[src/phcp_pkg.sv]
// package of constants for the host control pin block
`default_nettype none
package phcp_pkg;
	localparam int unsigned N_IRQ         = 4;
	localparam int unsigned N_RAIL        = 7;
	localparam int unsigned LINEAR_ONE    = 3;
	localparam int unsigned LINEAR_TWO    = 4;
	localparam int unsigned CLK_HZ        = 40000000;
	localparam int unsigned RESTART_MS    = 1000;
	localparam int unsigned RESTART_CYC   = (CLK_HZ / 1000) * RESTART_MS;
	localparam int unsigned WAKE_CYC      = 16;
	localparam logic [3:0]  MASK_RESET    = 4'h0;
	localparam int unsigned IRQ_BUTTON    = 0;
	localparam int unsigned IRQ_POWER_ON  = 1;
	typedef enum logic [1:0] {PHCP_OFF, PHCP_WAIT, PHCP_ON} phcp_state_e;
endpackage : phcp_pkg
`default_nettype wire

[src/phcp_flags_if.sv]
// interface carrying interrupt flag traffic between top and flag unit
`timescale 1ns/10ps
`default_nettype none
interface phcp_flags_if #(parameter int unsigned N = 4);
	logic [N-1:0] event_set;
	logic [N-1:0] mask;
	logic [N-1:0] read_clr;
	logic [N-1:0] flags;
	logic         irq_req;
	modport top (output event_set, output mask, output read_clr, input flags, input irq_req);
	modport unit (input event_set, input mask, input read_clr, output flags, output irq_req);
endinterface : phcp_flags_if
`default_nettype wire

[src/phcp_flags.sv]
// sticky interrupt flags with per-source mask
`timescale 1ns/10ps
`default_nettype none
module phcp_flags #(
	parameter int unsigned N = 4
) (
	input  wire logic   core_clk,
	input  wire logic   rst,
	phcp_flags_if.unit  fl
);
	logic [N-1:0] flags_q;
	logic [N-1:0] flags_d;
	logic         irq_q;

	// set beats read-clear so a coincident event is kept
	assign flags_d = (flags_q & ~fl.read_clr) | fl.event_set;

	always_ff @(posedge core_clk or posedge rst) begin
		if (rst) begin
			flags_q <= '0;
			irq_q   <= 1'b0;
		end else begin
			flags_q <= flags_d;
			irq_q   <= |(flags_d & ~fl.mask);
		end
	end

	assign fl.flags   = flags_q;
	assign fl.irq_req = irq_q;

	a_masked_quiet: assert property (@(posedge core_clk) disable iff (rst)
		(irq_q |-> |(flags_q & ~$past(fl.mask))))
		else $error("irq without unmasked flag");
	a_set_holds: assert property (@(posedge core_clk) disable iff (rst)
		(|(fl.event_set & ~fl.mask) |=> irq_q))
		else $error("unmasked event gave no irq");
endmodule : phcp_flags
`default_nettype wire

[src/phcp_top.sv]
// host control pins: interrupt, shutdown/restart, enable, power-good, wake, button
`timescale 1ns/10ps
`default_nettype none
module phcp_top #(
	parameter int unsigned RESTART_CYC = phcp_pkg::RESTART_CYC,
	parameter int unsigned N_IRQ       = phcp_pkg::N_IRQ
) (
	input  wire logic                       core_clk,
	input  wire logic                       rst,
	input  wire logic                       shutdown_n_in,
	input  wire logic                       rail_enable_in,
	input  wire logic                       button_n_in,
	input  wire logic [phcp_pkg::N_RAIL-1:0] rail_in_reg,
	input  wire logic [N_IRQ-1:0]           irq_mask,
	input  wire logic [N_IRQ-1:0]           flag_read,
	input  wire logic [N_IRQ-1:0]           ext_event,
	output logic [phcp_pkg::N_RAIL-1:0]     rail_on_out,
	output logic [N_IRQ-1:0]                flags_out,
	output logic                            button_pressed_out,
	output logic                            irq_n_out,
	output logic                            irq_n_oe,
	output logic                            wake_n_out,
	output logic                            wake_n_oe,
	output logic                            rails_ok_out,
	output logic                            linear_rails_ok_out
);
	// =====================================================================
	// power state
	phcp_pkg::phcp_state_e state_q;
	phcp_pkg::phcp_state_e state_d;
	logic [31:0]           delay_q;
	logic [31:0]           delay_d;
	logic                  delay_done;
	logic                  power_on_ev;
	logic                  powered;

	assign delay_done = (delay_q >= RESTART_CYC - 1);
	assign powered    = (state_q == phcp_pkg::PHCP_ON);

	always_comb begin
		state_d = state_q;
		delay_d = '0;
		case (state_q)
			phcp_pkg::PHCP_OFF: begin
				if (shutdown_n_in) begin
					state_d = phcp_pkg::PHCP_WAIT;
				end
			end
			phcp_pkg::PHCP_WAIT: begin
				delay_d = delay_q + 32'h1;
				if (delay_done) begin
					state_d = phcp_pkg::PHCP_ON;
				end
			end
			phcp_pkg::PHCP_ON: begin
			end
			default: state_d = phcp_pkg::PHCP_OFF;
		endcase
		if (!shutdown_n_in) begin
			state_d = phcp_pkg::PHCP_OFF;
			delay_d = '0;
		end
	end

	// first cycle of a power-up with enable present
	logic sequencing_q;
	assign power_on_ev = powered && rail_enable_in && !sequencing_q;

	always_ff @(posedge core_clk or posedge rst) begin
		if (rst) begin
			state_q      <= phcp_pkg::PHCP_OFF;
			delay_q      <= '0;
			sequencing_q <= 1'b0;
		end else begin
			state_q      <= state_d;
			delay_q      <= delay_d;
			sequencing_q <= (state_d == phcp_pkg::PHCP_ON) && rail_enable_in && powered;
		end
	end

	// =====================================================================
	// rail enables and power-good
	logic                        rails_go;
	logic [phcp_pkg::N_RAIL-1:0] rail_bad;
	logic                        rails_ok_d;
	logic                        linear_ok_d;
	assign rails_go = powered && rail_enable_in && shutdown_n_in;
	assign rail_bad = rail_on_out & ~rail_in_reg;
	// a rail only counts as bad once it is switched on, so good rises with the enable
	assign rails_ok_d  = rails_go && (rail_bad == '0);
	assign linear_ok_d = rails_go && !rail_bad[phcp_pkg::LINEAR_ONE]
		&& !rail_bad[phcp_pkg::LINEAR_TWO];

	// =====================================================================
	// wake pulse and button
	logic [4:0] wake_cnt_q;
	logic [4:0] wake_cnt_d;
	logic       wake_oe_d;
	logic       button_q;
	logic       button_edge;
	logic       button_seen_d;
	// pin held for the whole count, then let go
	assign wake_cnt_d    = power_on_ev ? 5'(phcp_pkg::WAKE_CYC)
		: (wake_cnt_q != '0 ? wake_cnt_q - 5'h1 : '0);
	assign wake_oe_d     = (power_on_ev || wake_cnt_q > 5'h1) && shutdown_n_in;
	// button_q resets to the idle level, so leaving reset makes no false press
	assign button_edge   = !button_n_in && !button_q;
	assign button_seen_d = !button_n_in && shutdown_n_in;

	// =====================================================================
	// interrupt flags
	phcp_flags_if #(.N(N_IRQ)) fl ();
	logic [N_IRQ-1:0] ev;
	always_comb begin
		ev = ext_event;
		ev[phcp_pkg::IRQ_BUTTON]   = ext_event[phcp_pkg::IRQ_BUTTON] | button_edge;
		ev[phcp_pkg::IRQ_POWER_ON] = ext_event[phcp_pkg::IRQ_POWER_ON] | power_on_ev;
	end
	assign fl.event_set = ev;
	assign fl.mask      = irq_mask;
	// shutdown wipes the flags so a restart comes up at defaults
	assign fl.read_clr  = flag_read | {N_IRQ{!shutdown_n_in}};
	logic             irq_oe_d;
	assign irq_oe_d     = fl.irq_req && shutdown_n_in;

	phcp_flags #(.N(N_IRQ)) u_flags (
		.core_clk (core_clk),
		.rst      (rst),
		.fl       (fl)
	);

	// =====================================================================
	// output registers
	always_ff @(posedge core_clk or posedge rst) begin
		if (rst) begin
			rail_on_out         <= '0;
			rails_ok_out        <= 1'b0;
			linear_rails_ok_out <= 1'b0;
		end else begin
			rail_on_out         <= rails_go ? '1 : '0;
			rails_ok_out        <= rails_ok_d;
			linear_rails_ok_out <= linear_ok_d;
		end
	end

	// open-drain pins: data stays low, the enable does the signalling
	always_ff @(posedge core_clk or posedge rst) begin
		if (rst) begin
			irq_n_out <= 1'b0;
			irq_n_oe  <= 1'b0;
		end else begin
			irq_n_out <= 1'b0;
			irq_n_oe  <= irq_oe_d;
		end
	end

	always_ff @(posedge core_clk or posedge rst) begin
		if (rst) begin
			wake_n_out <= 1'b0;
			wake_n_oe  <= 1'b0;
			wake_cnt_q <= '0;
		end else begin
			wake_n_out <= 1'b0;
			wake_n_oe  <= wake_oe_d;
			wake_cnt_q <= wake_cnt_d;
		end
	end

	always_ff @(posedge core_clk or posedge rst) begin
		if (rst) begin
			button_q           <= 1'b0;
			button_pressed_out <= 1'b0;
			flags_out          <= '0;
		end else begin
			button_q           <= !button_n_in;
			button_pressed_out <= button_seen_d;
			flags_out          <= fl.flags;
		end
	end

	// =====================================================================
	// checks
	a_off_no_rails: assert property (@(posedge core_clk) disable iff (rst)
		(!shutdown_n_in |=> rail_on_out == '0))
		else $error("rails on in shutdown");
	a_shutdown_quiet: assert property (@(posedge core_clk) disable iff (rst)
		(!shutdown_n_in |=> !irq_n_oe && !wake_n_oe && !button_pressed_out
			&& !rails_ok_out && !linear_rails_ok_out))
		else $error("output active in shutdown");
	a_wait_no_rails: assert property (@(posedge core_clk) disable iff (rst)
		(state_q == phcp_pkg::PHCP_WAIT |=> rail_on_out == '0))
		else $error("rails on during restart delay");
	a_restart_wait: assert property (@(posedge core_clk) disable iff (rst)
		(state_q == phcp_pkg::PHCP_WAIT && delay_q < RESTART_CYC - 1 && shutdown_n_in
			|=> state_q == phcp_pkg::PHCP_WAIT))
		else $error("restart delay cut short");
	a_wake_pulse: assert property (@(posedge core_clk) disable iff (rst)
		(power_on_ev && shutdown_n_in |=> wake_n_oe))
		else $error("no wake on power-on");
	a_power_flag: assert property (@(posedge core_clk) disable iff (rst)
		(power_on_ev |=> fl.flags[phcp_pkg::IRQ_POWER_ON]))
		else $error("power-on flag not set");
	a_rails_ok: assert property (@(posedge core_clk) disable iff (rst)
		(rails_go && rail_bad != '0 |=> !rails_ok_out))
		else $error("global good high with bad rail");
	a_rails_good: assert property (@(posedge core_clk) disable iff (rst)
		(rails_go && rail_bad == '0 |=> rails_ok_out))
		else $error("global good low with rails fine");
	a_linear_ok: assert property (@(posedge core_clk) disable iff (rst)
		(rail_bad[phcp_pkg::LINEAR_ONE] |=> !linear_rails_ok_out))
		else $error("linear good high with bad linear");
	a_linear_two: assert property (@(posedge core_clk) disable iff (rst)
		(rail_bad[phcp_pkg::LINEAR_TWO] |=> !linear_rails_ok_out))
		else $error("linear good high with bad second linear");
	a_linear_other: assert property (@(posedge core_clk) disable iff (rst)
		(rails_go && !rail_bad[phcp_pkg::LINEAR_ONE] && !rail_bad[phcp_pkg::LINEAR_TWO]
			|=> linear_rails_ok_out))
		else $error("linear good pulled by other rail");
	a_irq_pin: assert property (@(posedge core_clk) disable iff (rst)
		(fl.irq_req && shutdown_n_in |=> irq_n_oe))
		else $error("irq pin not driven");
	a_irq_sticky: assert property (@(posedge core_clk) disable iff (rst)
		(fl.irq_req && flag_read == '0 && shutdown_n_in && irq_mask == $past(irq_mask)
			|=> fl.irq_req))
		else $error("irq dropped without a read");
	a_button_seen: assert property (@(posedge core_clk) disable iff (rst)
		(!button_n_in && shutdown_n_in |=> button_pressed_out))
		else $error("press not seen");
	a_button_flag: assert property (@(posedge core_clk) disable iff (rst)
		(button_edge |=> fl.flags[phcp_pkg::IRQ_BUTTON]))
		else $error("press flag not set");
endmodule : phcp_top
`default_nettype wire

[config.mk]
export PLATFORM = sky130hd
export DESIGN_NAME = phcp_top
export DESIGN_NICKNAME = d
export VERILOG_FILES = /design/src/phcp_pkg.sv /design/src/phcp_flags_if.sv /design/src/phcp_flags.sv /design/src/phcp_top.sv
export SDC_FILE = /design/constraint.sdc
export NUM_CORES = 1
export LEC_CHECK = 0
export ABC_AREA = 1
export BUFFER_PORTS_ARGS = -buffer_cell sky130_fd_sc_hd__buf_2
export CAP_MARGIN = 0
export CELL_PAD_IN_SITES_DETAIL_PLACEMENT = 1
export CELL_PAD_IN_SITES_GLOBAL_PLACEMENT = 1
export CORE_MARGIN = 2
export CORE_UTILIZATION = 42
export CTS_CLUSTER_DIAMETER = 50
export CTS_CLUSTER_SIZE = 14
export DETAILED_ROUTE_END_ITERATION = 12
export GPL_ROUTABILITY_DRIVEN = 1
export GPL_TIMING_DRIVEN = 0
export PLACE_DENSITY_LB_ADDON = 0.1
export SLEW_MARGIN = 30
export SYNTH_ARGS = -nofsm -noshare
export SYNTH_HDL_FRONTEND = slang
export SYNTH_SLANG_ARGS = --single-unit
export TNS_END_PERCENT = 20
[constraint.sdc]
create_clock -name core_clk -period 1.6 [get_ports core_clk]
set_input_delay 0.08 -clock core_clk [delete_from_list [all_inputs] [get_ports core_clk]]
set_output_delay 0.08 -clock core_clk [all_outputs]
set_load 0.01 [all_outputs]
==> results.tsv <==
stage	metric	value	unit
run_status	status	finished, final reports clean	
logic_synthesis	synthCells	401	
global_route	grt_use_total	22.2	%
floorplan	fp.coreArea	0.00683	mm^2
hold_path	hold_start	ext_event[0]	
setup_path	worstSetupEndpointType	flip-flop	
logic_synthesis	synth-edff-count	0	
route	routed_wl	8420	um
placement	post_dp_cell_area	0.00334	mm^2
placement	port_buffers	39	
timing	grt_setup_unrepaired	true	
final_layout	final_core_util	54.7	%
timing	finClkSkew	0.00708	ns
power_and_ir_drop	pwr-share-clk	29.5	%
power_and_ir_drop	p_per_area	744	mW/mm^2
floorplan	die_x	88.5	um
placement	placed_cells	538	
setup_path	slowest_stage	dfrtp_1	
power_and_ir_drop	power_frac_comb	14.8	%
hold_path	min_path_cells	3	
timing	fin_crit_sh	99.8	%
setup_path	crit_arrival	1.85	ns
final_layout	layout_common_cells	77 x nand2_1, 58 x inv_1, 58 x nor2_1, 47 x dfrtp_1, 39 x buf_2	
setup_path	crit_buf_inv	1	
global_route	grt_antenna_before_repair	0	
route	ant_nets	0	
setup_path	r2r_slack	0.003	ns
final_layout	fin_area	0.00374	mm^2
clocking	cts.clk_slew.worst_paths	0.11	ns
final_layout	layout_commonest_cell	nand2_1	
job	maxCapViolCount	0	
clocking	clock_latency	0.32	ns
setup_path	ff2ff_path_depth	8	
logic_synthesis	syn_area	0.00300	mm^2
global_route	grt_pass1_wl	13400	um
route	avgViaCountPerCell	5.01	
clocking	root_buffer	clkbuf_8	
timing	max_freq	626	MHz
logic_synthesis	ys_warn_count	0	
route	first_pass_iters	4	
hold_path	min_path_type	in2reg	
global_route	grt_pass1_vias	2821	
power_and_ir_drop	netSwitchingPower	0.000796	W
route	initialDrtViolationCount	110	
final_layout	fin_cells	564	
final_layout	fillers	887	
final_layout	final_nets	494	
logic_synthesis	yosysUniqueCellTypes	28	
setup_path	cp_cell_sequence	nand2_1 -> inv_1 -> nand2_1 -> nor3_1 -> nand3_1 -> nand2_1 -> nand3_1 -> nor2_1	
setup_path	cp_max_fo	5	
setup_path	path_class	reg2reg	
setup_path	r2r_start	delay_q[19]	
final_layout	synthToLayoutAreaGrowth	24.7	%
route	wire_per_inst	14.9	um
setup_path	cp-start-kind	flip-flop	
global_route	grt_max_degree	42	
logic_synthesis	async_flop_share	100	%
global_route	grt_overflow	0	
setup_path	cp_top_family	simple AND/OR/NAND/NOR gates	
power_and_ir_drop	ir_worst_vdd	0.431	mV
timing	hold_viol	0	
floorplan	io_pins	42	
timing	min_period	1.60	ns
clocking	cts_sinks	56	
placement	gp_congestion	0.886	
route	drcViolationCount	0	
setup_path	crit_required	1.86	ns
power_and_ir_drop	p_sw_share	28.6	%
route	vias	2826	
setup_path	cp_common_cell	nand2_1	
timing	final_max_slew_viol_count	0	
power_and_ir_drop	p_int	0.00198	W
clocking	cts_tree	built	
clocking	cts_max_level	2	
floorplan	rows	30	
setup_path	cpPeakStageDelay	0.44	ns
logic_synthesis	syn_area_per_cell	7.47	um^2
final_layout	num_antenna_cells	0	
power_and_ir_drop	p_leak	1.78	nW
floorplan	die_area	0.00783	mm^2
setup_path	r2r-end	delay_q[29]	
timing	setup_viol	0	
logic_synthesis	ys_ff_latch	56	
final_layout	drive_gt1_share	26.5	%
placement	dp_hpwl	6190	um
clocking	numCtsBuffers	5	
power_and_ir_drop	seqPwrFrac	55.7	%
floorplan	die_y	88.5	um
logic_synthesis	yosysSeqAreaShare	46.8	%
hold_path	hold_end	u_flags.fl.flags[0]	
clocking	clock_path_buffers	2	
logic_synthesis	ys.flop_type	dfrtp_1	
floorplan	start_util	43.9	%
-- timing repair --
action	in CTS	in global routing
gates resized for setup	13	34
hold buffers	6	0
endpoints found under the setup margin	18	24
pin swaps	5	11
buffers inserted	5	7
hold endpoints to repair	62	0
-- worst register-to-register path, cell delays in order, from the launching register on --
cell and delay [ns]:
dfrtp_1 0.44, nand2_1 0.11, inv_1 0.09, nand2_1 0.11, nor3_1 0.38, nand3_1 0.15, nand2_1 0.08, nand3_1 0.07
nor2_1 0.10
-- power by group through the flow --
stage	sequential, W	clock, W	combinational (W)
after detailed placement	0.00157	0	0.000391
final	0.00155	0.000819	0.000411
after floorplan	0.00158	0	0.000248
after global placement	0.00157	0	0.000358
after CTS	0.00155	0.000840	0.000407
after global routing	0.00156	0.000892	0.000480
-- final cells by class --
type / instances / area [um^2] / area share (%)
buffer: 10 / 75.1 / 2.01
clock buffer: 6 / 72.6 / 1.94
clock inverter: 2 / 16.3 / 0.435
inverter: 63 / 244 / 6.53
multi-input combinational: 273 / 1430 / 38.3
sequential: 56 / 1410 / 37.8
tap: 96 / 120 / 3.21
timing repair buffer: 58 / 365 / 9.78
-- cell families after synthesis --
kind of cell             Yosys count  share of synthesized area [%]
AO/OA/AOI/OAI                     48                           8.52
XOR/XNOR                           1                          0.292
buffers and inverters             73                           10.4
AND/OR/NAND/NOR                  219                           32.7
adder cells (fa/ha/maj)            3                           1.25
other                              1                          0.125
flip-flops                        56                           46.8
-- stage by stage --
stage               total power (W)  setup WS, ns  setup TNS, ns  hold WS [ns]
finish                      0.00278       0.00327              0       0.00437
global route                0.00294        -0.157         -0.676       0.00887
CTS                         0.00280      -0.00350       -0.00504        0.0164
detailed placement          0.00197        -0.223          -1.38        0.0311
global placement            0.00193        -0.630         -36.30         0.259
floorplan                   0.00182         0.146              0         0.139
-- metal layers --
| layer | routed length, um | share of wire [%] | GRT usage [%] |
|---|---|---|---|
| met5 | 0 | 0 | 0 |
| met1 | 3840 | 46 | 29.1 |
| met3 | 261 | 3.1 | 3.26 |
| met2 | 4170 | 50 | 39.3 |
| met4 | 147 | 1.7 | 4.13 |
-- worst max path at each step --
stage                start            endpoint  slack (ns)  depth (start not counted)
3_5_place_dp    delay_q[0]         delay_q[20]       -0.22                         10
3_3_place_gp           rst         delay_q[26]       -0.63                          2
4_1_cts         delay_q[2]         delay_q[29]      -0.003                          8
5_1_grt        delay_q[19]         delay_q[29]       -0.16                          8
2_1_floorplan          rst  button_pressed_out        0.15                          1
6_report       delay_q[19]         delay_q[29]       0.003                          8
-- flip-flops by register name, summed over array words and instances (netlist names), 2 cells and up --
register / flops
delay_q: 32
wake_cnt_q: 5
flags_out: 4
u_flags.fl.flags: 4
state_q: 2
-- cells in the mapped netlist (2+ instances only) --
library cell	instances	area (um^2)
a21oi_1	27	135
a31o_2	2	17.5
buf_4	8	60.1
dfrtp_1	56	1400
ha_1	3	37.5
inv_1	60	225
inv_2	3	11.3
nand2_1	83	312
nand2_2	3	18.8
nand3_1	27	135
nand3b_1	2	15.0
nand4_1	10	62.6
nor2_1	68	255
nor2_2	3	18.8
nor2_4	4	45.0
nor3_1	12	60.1
nor3_2	2	20.0
nor4_1	2	12.5
o21ai_0	16	80.1
or2_2	2	12.5
Power figures use the tool's default switching activity.
